$ cat src/rtl/page_branch_pkg.sv
package page_branch_pkg;

  // microword field positions (lsb of each field)
  localparam int unsigned TYPE_LSB = 0;       // 2-bit type field
  localparam int unsigned SRC_LSB = 2;        // 2-bit source field
  localparam int unsigned GEN_LSB = 4;        // 4-bit general field
  localparam int unsigned IMM_LSB = 8;        // 4-bit immediate_op_field
  localparam int unsigned LIT_LSB = 12;       // 2-bit literal_field
  localparam int unsigned AFLD_LSB = 14;      // 4-bit a field
  localparam int unsigned BFLD_LSB = 18;      // 4-bit b field
  localparam int unsigned MFLD_LSB = 22;      // 1-bit m field
  localparam int unsigned CFLD_LSB = 23;      // 2-bit c field
  localparam int unsigned PAGE_LSB = 25;      // 4-bit target_page_field
  localparam int unsigned RET_LSB = 32;       // 9-bit return address pushed

  // field match codes
  localparam logic [1:0] TYPE_BRANCH = 2'h0;
  localparam logic [1:0] SRC_MEMCTL = 2'h2;
  localparam logic [1:0] SRC_PLAIN = 2'h0;
  localparam logic [3:0] IMM_NOMEM = 4'h3;
  localparam logic [3:0] IMM_STACK = 4'hd;
  localparam logic [1:0] LIT_STACK = 2'h3;
  localparam int unsigned GEN_MEM_BIT = 2;    // x1xx / x0xx selector

  // macroinstruction decode
  localparam logic [7:0] BCS_OPCODE = 8'h8a;
  localparam logic [3:0] BCS_PAGE = 4'h1;     // writable page one
  localparam logic [3:0] ROM_PAGE = 4'h0;     // processor rom page zero
  localparam logic [7:0] BCS_SHORT_MASK = 8'h1f;  // first 32 words

  // reset values
  localparam logic [3:0] SP_RESET = 4'h0;
  localparam logic [3:0] PAGE_RESET = 4'h0;

  // decoded page-branch request
  typedef struct packed {
    logic branch;       // any page branch
    logic push;
    logic pop;
    logic del;
    logic [3:0] page;   // target page
  } branch_req_s;

endpackage : page_branch_pkg

$ cat src/rtl/page_branch_microop_decoder.sv
`timescale 1ns/1ps
module page_branch_microop_decoder #(
  parameter int unsigned STACK_DEPTH = 16,   // subroutine stack levels
  parameter int unsigned RET_W = 9,          // stacked address width
  parameter logic [15:0] PAGE_FITTED = 16'h0003  // pages with a control store
) (
  // clock and reset
  input wire logic ref_clk_i,
  input wire logic rst_n_i,
  // microword from the selected store
  input wire logic [63:0] microword_i,
  input wire logic microword_valid_i,   // one cycle per executed microword
  input wire logic rom_exec_i,          // running from processor rom
  // macroinstruction stream
  input wire logic [15:0] macro_word_i,
  input wire logic prelim_decode_i,     // preliminary decode phase
  input wire logic decoder_sel_i,       // instruction decoder selected
  // straps
  input wire logic full_entry_strap_i,  // allow all 256 entries
  input wire logic protect_strap_i,     // fitted: suppress io class
  input wire logic io_class_raw_i,      // io class from processor decode
  // memory port acknowledges, active low
  input wire logic port_a_mem_ack_n_i,
  input wire logic port_b_mem_ack_n_i,
  // page selection and microword buffer
  output logic [3:0] cur_page_o,
  output logic [63:0] microword_buffer_out_o,
  output logic branch_o,                // page branch pulse
  output logic int_enable_o,            // memory-control branch may enable ints
  // stack
  output logic [RET_W-1:0] stack_top_o, // value read by pop
  output logic [3:0] stack_ptr_o,
  // memory control
  output logic high_addr_bit_enable_o,  // stored enable
  output logic addr_bit15_en_o,         // effective bit 15 drive
  output logic lockout_control_a_n_o,
  output logic lockout_control_b_n_o,
  // macroinstruction
  output logic bcs_take_o,              // branch_to_store_macro decoded
  output logic [7:0] bcs_entry_o,
  output logic io_class_signal_o,
  output logic protect_interrupt_o
);

  localparam int unsigned SP_W = $clog2(STACK_DEPTH);

  // timing notes
  // - fields are decoded only in the cycle that carries a valid word
  // - every registered output moves one edge after the deciding word
  // - the bit 15 drive alone follows the rom flag with no delay
  // - the enable itself is kept while running from rom
  // - stack pointer has no guard: push on full and pop on empty wrap
  // - a pop on an empty stack hands back whatever entry zero holds
  // - stack array has no reset, so stale entries stay visible
  // - delete reads and unwinds exactly like a pop
  // - set beats clear when one word asks for both
  // - lockout moves per port, only while that port acks
  // - system logic must keep the two acks from locking together
  // - a microword branch may not carry rom page zero to page one
  // - that move is left to the macro alone
  // - macro entry is cut to 32 words unless the strap is fitted
  // - io class and protect interrupt pulse only with strap removed
  // - buffer follows the page being entered, so an absent page
  //   shows all ones from the first edge of the branch

  // stack storage
  logic [RET_W-1:0] stack_mem [STACK_DEPTH];

  // state registers
  logic [SP_W-1:0] sp_reg; // stack pointer
  logic [SP_W-1:0] sp_next;
  logic [3:0] page_reg; // current page
  logic [3:0] page_next;
  logic hab_reg; // stored bit 15 enable
  logic hab_next;
  logic lock_a_reg; // port a lockout
  logic lock_a_next;
  logic lock_b_reg; // port b lockout
  logic lock_b_next;
  logic branch_reg; // branch pulse
  logic branch_next;
  logic inten_reg; // interrupt enable pulse
  logic inten_next;
  logic bcs_reg; // macro taken pulse
  logic bcs_next;
  logic [7:0] entry_reg; // macro entry address
  logic [7:0] entry_next;
  logic [RET_W-1:0] top_reg; // last popped value
  logic [RET_W-1:0] top_next;
  logic iocl_reg; // io class pulse
  logic iocl_next;
  logic pint_reg; // protect interrupt pulse
  logic pint_next;

  // decode helpers
  page_branch_pkg::branch_req_s req; // decoded request
  logic stack_cls; // stack-class pattern
  logic memctl_br; // branch with memory control
  logic plain_br; // branch without memory control
  logic [3:0] afld; // a field
  logic [3:0] bfld; // b field
  logic [3:0] gfld; // general field
  logic [1:0] cfld; // c field
  logic mfld; // m field
  logic macro_hit; // macro opcode seen

  // field extraction
  function automatic logic [3:0] fld4(input logic [63:0] w, input int unsigned lsb);
    fld4 = w[lsb +: 4];
  endfunction : fld4

  function automatic logic [1:0] fld2(input logic [63:0] w, input int unsigned lsb);
    fld2 = w[lsb +: 2];
  endfunction : fld2

  // microword field decode
  always_comb begin
    // plain fields
    afld = fld4(microword_i, page_branch_pkg::AFLD_LSB);
    bfld = fld4(microword_i, page_branch_pkg::BFLD_LSB);
    gfld = fld4(microword_i, page_branch_pkg::GEN_LSB);
    cfld = fld2(microword_i, page_branch_pkg::CFLD_LSB);
    mfld = microword_i[page_branch_pkg::MFLD_LSB];
    // branch with memory control
    memctl_br = microword_valid_i
      && fld2(microword_i, page_branch_pkg::TYPE_LSB) == page_branch_pkg::TYPE_BRANCH
      && fld2(microword_i, page_branch_pkg::SRC_LSB) == page_branch_pkg::SRC_MEMCTL
      && gfld[page_branch_pkg::GEN_MEM_BIT];
    // branch without memory control
    plain_br = microword_valid_i
      && fld2(microword_i, page_branch_pkg::TYPE_LSB) == page_branch_pkg::TYPE_BRANCH
      && fld2(microword_i, page_branch_pkg::SRC_LSB) == page_branch_pkg::SRC_PLAIN
      && fld4(microword_i, page_branch_pkg::IMM_LSB) == page_branch_pkg::IMM_NOMEM;
    // stack-class pattern
    stack_cls = microword_valid_i
      && fld2(microword_i, page_branch_pkg::TYPE_LSB) == page_branch_pkg::TYPE_BRANCH
      && fld2(microword_i, page_branch_pkg::SRC_LSB) == page_branch_pkg::SRC_PLAIN
      && fld4(microword_i, page_branch_pkg::IMM_LSB) == page_branch_pkg::IMM_STACK
      && fld2(microword_i, page_branch_pkg::LIT_LSB) == page_branch_pkg::LIT_STACK;
    // request bundle
    req.branch = memctl_br || plain_br || stack_cls;
    req.push = stack_cls && afld[1];
    req.pop = stack_cls && afld[2] && !bfld[0];
    req.del = stack_cls && afld[2] && bfld[0];
    req.page = fld4(microword_i, page_branch_pkg::PAGE_LSB);
    // upper opcode, decoder selected, preliminary phase only
    macro_hit = macro_word_i[15:8] == page_branch_pkg::BCS_OPCODE
      && decoder_sel_i && prelim_decode_i;
  end

  // next-state logic
  always_comb begin
    // stored state holds
    sp_next = sp_reg;
    page_next = page_reg;
    hab_next = hab_reg;
    lock_a_next = lock_a_reg;
    lock_b_next = lock_b_reg;
    // pulses default low
    branch_next = 1'b0;
    inten_next = 1'b0;
    bcs_next = 1'b0;
    // held values
    entry_next = entry_reg;
    top_next = top_reg;
    // macro pulses default low
    iocl_next = 1'b0;
    pint_next = 1'b0;
    // page branch selects the target store, never rom page zero to one
    if (req.branch && !(page_reg == page_branch_pkg::ROM_PAGE
        && req.page == page_branch_pkg::BCS_PAGE)) begin
      page_next = req.page;
      branch_next = 1'b1;
      inten_next = memctl_br;
    end
    // stack pointer, wraps freely
    if (req.push) begin
      sp_next = sp_reg + 1'b1;
    end else if (req.pop || req.del) begin
      top_next = stack_mem[sp_reg];
      sp_next = sp_reg - 1'b1;
    end
    // high address bit enable, set wins
    if (stack_cls && mfld) begin
      hab_next = 1'b1;
    end else if (stack_cls && cfld[1]) begin
      hab_next = 1'b0;
    end
    // lockout, gated by port availability; set wins over clear
    if (stack_cls && cfld[0]) begin
      if (!port_a_mem_ack_n_i) lock_a_next = 1'b1;
      if (!port_b_mem_ack_n_i) lock_b_next = 1'b1;
    end else if (stack_cls && afld[0]) begin
      if (!port_a_mem_ack_n_i) lock_a_next = 1'b0;
      if (!port_b_mem_ack_n_i) lock_b_next = 1'b0;
    end
    // branch-to-store macro: sole path rom page zero to page one
    if (macro_hit) begin
      bcs_next = 1'b1;
      page_next = page_branch_pkg::BCS_PAGE;
      entry_next = full_entry_strap_i ? macro_word_i[7:0]
        : (macro_word_i[7:0] & page_branch_pkg::BCS_SHORT_MASK);
      iocl_next = io_class_raw_i && !protect_strap_i;
      pint_next = io_class_raw_i && !protect_strap_i;
    end
  end

  // state registers
  always_ff @(posedge ref_clk_i or negedge rst_n_i) begin
    if (!rst_n_i) begin
      // idle state
      sp_reg <= '0;
      page_reg <= page_branch_pkg::PAGE_RESET;
      hab_reg <= 1'b0;
      lock_a_reg <= 1'b0;
      lock_b_reg <= 1'b0;
      branch_reg <= 1'b0;
      inten_reg <= 1'b0;
      bcs_reg <= 1'b0;
      entry_reg <= 8'h00;
      top_reg <= '0;
      iocl_reg <= 1'b0;
      pint_reg <= 1'b0;
    end else begin
      // register next values
      sp_reg <= sp_next;
      page_reg <= page_next;
      hab_reg <= hab_next;
      lock_a_reg <= lock_a_next;
      lock_b_reg <= lock_b_next;
      branch_reg <= branch_next;
      inten_reg <= inten_next;
      bcs_reg <= bcs_next;
      entry_reg <= entry_next;
      top_reg <= top_next;
      iocl_reg <= iocl_next;
      pint_reg <= pint_next;
    end
  end

  // stack array write, push lands at pointer plus one
  always_ff @(posedge ref_clk_i) begin
    if (req.push) begin
      stack_mem[sp_next] <= microword_i[page_branch_pkg::RET_LSB +: RET_W];
    end
  end

  // microword buffer: absent page drives all ones
  always_ff @(posedge ref_clk_i or negedge rst_n_i) begin
    if (!rst_n_i) begin
      microword_buffer_out_o <= {64{1'b1}};
    end else begin
      microword_buffer_out_o <= PAGE_FITTED[page_next] ? microword_i : {64{1'b1}};
    end
  end

  // outputs
  // selected page
  assign cur_page_o = page_reg;
  // branch pulse
  assign branch_o = branch_reg;
  // interrupt enable pulse
  assign int_enable_o = inten_reg;
  // popped value
  assign stack_top_o = top_reg;
  // pointer, widened to the port
  assign stack_ptr_o = 4'(sp_reg);
  // stored enable
  assign high_addr_bit_enable_o = hab_reg;
  // effective bit 15, off while in rom
  assign addr_bit15_en_o = hab_reg && !rom_exec_i;
  // port a lockout, active low
  assign lockout_control_a_n_o = !lock_a_reg;
  // port b lockout, active low
  assign lockout_control_b_n_o = !lock_b_reg;
  // macro taken pulse
  assign bcs_take_o = bcs_reg;
  // macro entry address
  assign bcs_entry_o = entry_reg;
  // io class pulse
  assign io_class_signal_o = iocl_reg;
  // protect interrupt pulse
  assign protect_interrupt_o = pint_reg;

endmodule : page_branch_microop_decoder

$ cat config.mk
export PLATFORM = sky130hd
export DESIGN_NAME = page_branch_microop_decoder
export DESIGN_NICKNAME = d
export VERILOG_FILES = /design/src/rtl/page_branch_pkg.sv /design/src/rtl/page_branch_microop_decoder.sv
export SDC_FILE = /design/constraint.sdc
export NUM_CORES = 1
export LEC_CHECK = 0
export BUFFER_PORTS_ARGS = -buffer_cell sky130_fd_sc_hd__buf_2
export CAP_MARGIN = 25
export CORE_ASPECT_RATIO = 0.6
export CORE_MARGIN = 8
export CORE_UTILIZATION = 55
export DETAILED_ROUTE_END_ITERATION = 6
export PLACE_DENSITY = 0.89
export SYNTH_ARGS = -nofsm -noshare
export SYNTH_HDL_FRONTEND = slang
export SYNTH_SLANG_ARGS = --single-unit
$ cat constraint.sdc
create_clock -name ref_clk_i -period 3.7 [get_ports ref_clk_i]
set_clock_uncertainty 0.2 [all_clocks]
set_input_delay 0.555 -clock ref_clk_i [delete_from_list [all_inputs] [get_ports ref_clk_i]]
set_output_delay 0.555 -clock ref_clk_i [all_outputs]
set_load 0.05 [all_outputs]
==> out/metrics.cfg <==
[status]
outcome=complete, no violations

[sta]
max_slew.worst_pin.slew_ns=0.737
final_max_slew_viol_count=0
fin_crit_ns=3.20
setup-violations-final=0
fmax_mhz=313
whs_ns=0.0341
fin_tns_setup_ns=0
rsz0062_at_grt=false
setup_ws_ns=0.503
slew_headroom=0.509
hold_violations=0
fin_crit_sh=0.864

[synth]
ys_ff_latch=240
yosys_warnings=0
syn_inst=538
async_reset_ff_frac=0.400
yosysUniqueCellTypes=50
synth_top_area_cell=edfxtp_1
ys.flop_type=edfxtp_1
synth_top_area_frac=0.466
synth-seq-area-share=0.733
yosysMostFrequentCell=edfxtp_1
syn-num-nets=631
syn-cell-area_mm2=0.00928
synthTopCellsByArea=edfxtp_1 47%, dfstp_2 18%, mux4_2 8.7%
synth_common_cells=144 x edfxtp_1, 64 x dfstp_2, 64 x nand2b_1, 36 x mux4_2
synth.avg_cell_area_um2=17.3
synth-edff-count=144

[flow_run]
drv_cap=0

[min_path]
hold_start=microword_i[57]
hp-class=primary input to flop

[critical_path]
required_ns=3.70
path_class=flop to flop
crit_buf_inv=2
path_cells=inv_1, ha_1, nand3b_1, nand2_1, nor4_1, a22oi_1, a21oi_1, buf_4
startpoint=stack_ptr_o[0]
reg2reg_from=stack_ptr_o[0]
end_kind=flop
slowest_delay_ns=0.65
startpoint_type=flop
cp_slowest_cell=dfrtp_2
crit_path_max_fanout=17
crit_family=simple AND/OR/NAND/NOR gates
crit_arrival_ns=3.20

[power_and_ir_drop]
power.leakage_nw=4.53
p_per_area_mw_per_mm2=588
ir_drop_mv=0.294

[global_route]
grt_pass1_vias=5980
grt_first_pass_wirelength_mm=36.7
grt-ovfl-total=0
grt_max_degree=56
grt_util_all_layers=0.227
antenna_found_initial=0

[cells_and_area]
top_register=stack_mem
final_area_mm2=0.0115
layout-drive-gt1-share=0.482
antenna_cells=0
nets=844
syn2layout_area_growth_pct=23.4
largest_reg_flops=144

[clocking]
clkSlewWorstSetupHoldPaths_ns=0.07
cts_buffer_depth=3
clk_latency_ns=0.51
cts_tree=done
htree_num_levels=1
cts_root_buf=clkbuf_16
cts_buffers=22
cts_setup_buffers=0
cts.sinks=240

[detailed_routing]
dr.pass1.iters=5
drtIter0Drc=671
wl_mm=24.4
wl_per_cell_um=24.5
vias=5775
drc=0
antenna_left=0
vias_per_cell=5.80

[die]
core_mm2=0.0164
start_util=0.568
die-width_um=184
rows=36
dieArea_mm2=0.0214
fp.dieH_um=117
ioPinCount=189

[place]
place.port_buffers=188
hpwl_mm=16.1
place_congestion=0.894
place_ws_ns=0.621
place_area_mm2=0.0106

## repair_timing
action                     4_1_cts  5_1_grt
hold buffers                     2        0
gates resized for setup          0        0
hold endpoints to repair        30        0
setup endpoints to repair        0        0
## power breakdown
group / switching [mW] / internal (mW)
sequential: 0.0439 / 3.07
combinational: 0.806 / 0.219
clock: 0.972 / 1.62
total: 1.82 / 4.91
## worst reg2reg max path: stages (launching register included)
cell	delay, ns
dfrtp_2	0.65
inv_1	0.17
ha_1	0.23
nand3b_1	0.09
nand2_1	0.16
nor4_1	0.57
a22oi_1	0.31
a21oi_1	0.27
buf_4	0.24
## layout by cell type (no fill, tap or decap), types with 13 or more instances in the layout
cell type    n
mux2i_1     13
mux4_2      36
buf_2      187
nor2_1      28
dfrtp_1     31
dfstp_2     64
clkbuf_16   25
nand2b_1    64
buf_4       24
edfxtp_1   144
nand2_1     32
## stage by stage
stage / util / total power [mW] / cells
2_1_floorplan: - / 3.88 / 538
3_3_place_gp: 0.647 / 4.16 / 953
3_5_place_dp: 0.647 / 4.19 / 953
4_1_cts: 0.700 / 6.77 / 995
5_1_grt: 0.700 / 6.92 / 995
6_report: 0.700 / 6.73 / 995
## area by class of cell
class	instances	area [um2]
clock inverter	11	183
sequential	240	6810
multi-input combinational	265	2320
tap	228	285
fill	999	4900
timing repair buffer	214	1160
clock buffer	29	664
inverter	8	30.0
## worst paths after layout
kind | cells past startpoint | slack [ns] | endpoint
worst max-delay path | 8 | 0.50 | stack_mem[9][6]
worst min-delay path | 2 | 0.03 | microword_buffer_out_o[57]
worst max register to register | 8 | 0.50 | stack_mem[9][6]
worst min register to register | 2 | 0.30 | bcs_entry_o[5]
max in group asynchronous | 3 | 1.99 | microword_buffer_out_o[5]
min in group asynchronous | 2 | 0.48 | bcs_entry_o[5]
## cell families (layout without fill, tap and decap cells)
logic type,count (synthesis),after routing,synth area share
adder cells (fa/ha/maj),2,2,0.00270
buffers and inverters,33,262,0.0167
AND/OR/NAND/NOR,161,161,0.0981
AO/OA/AOI/OAI,40,40,0.0330
multiplexers,58,58,0.112
flip-flops,240,240,0.733
XOR/XNOR,4,4,0.00378
## routing by layer
metal	GRT usage	wire [um]
met5	0	0
met1	0.296	9190
met2	0.383	11900
met3	0.0541	2680
met4	0.0610	587
No activity file was read; power rests on OpenSTA's default activity.
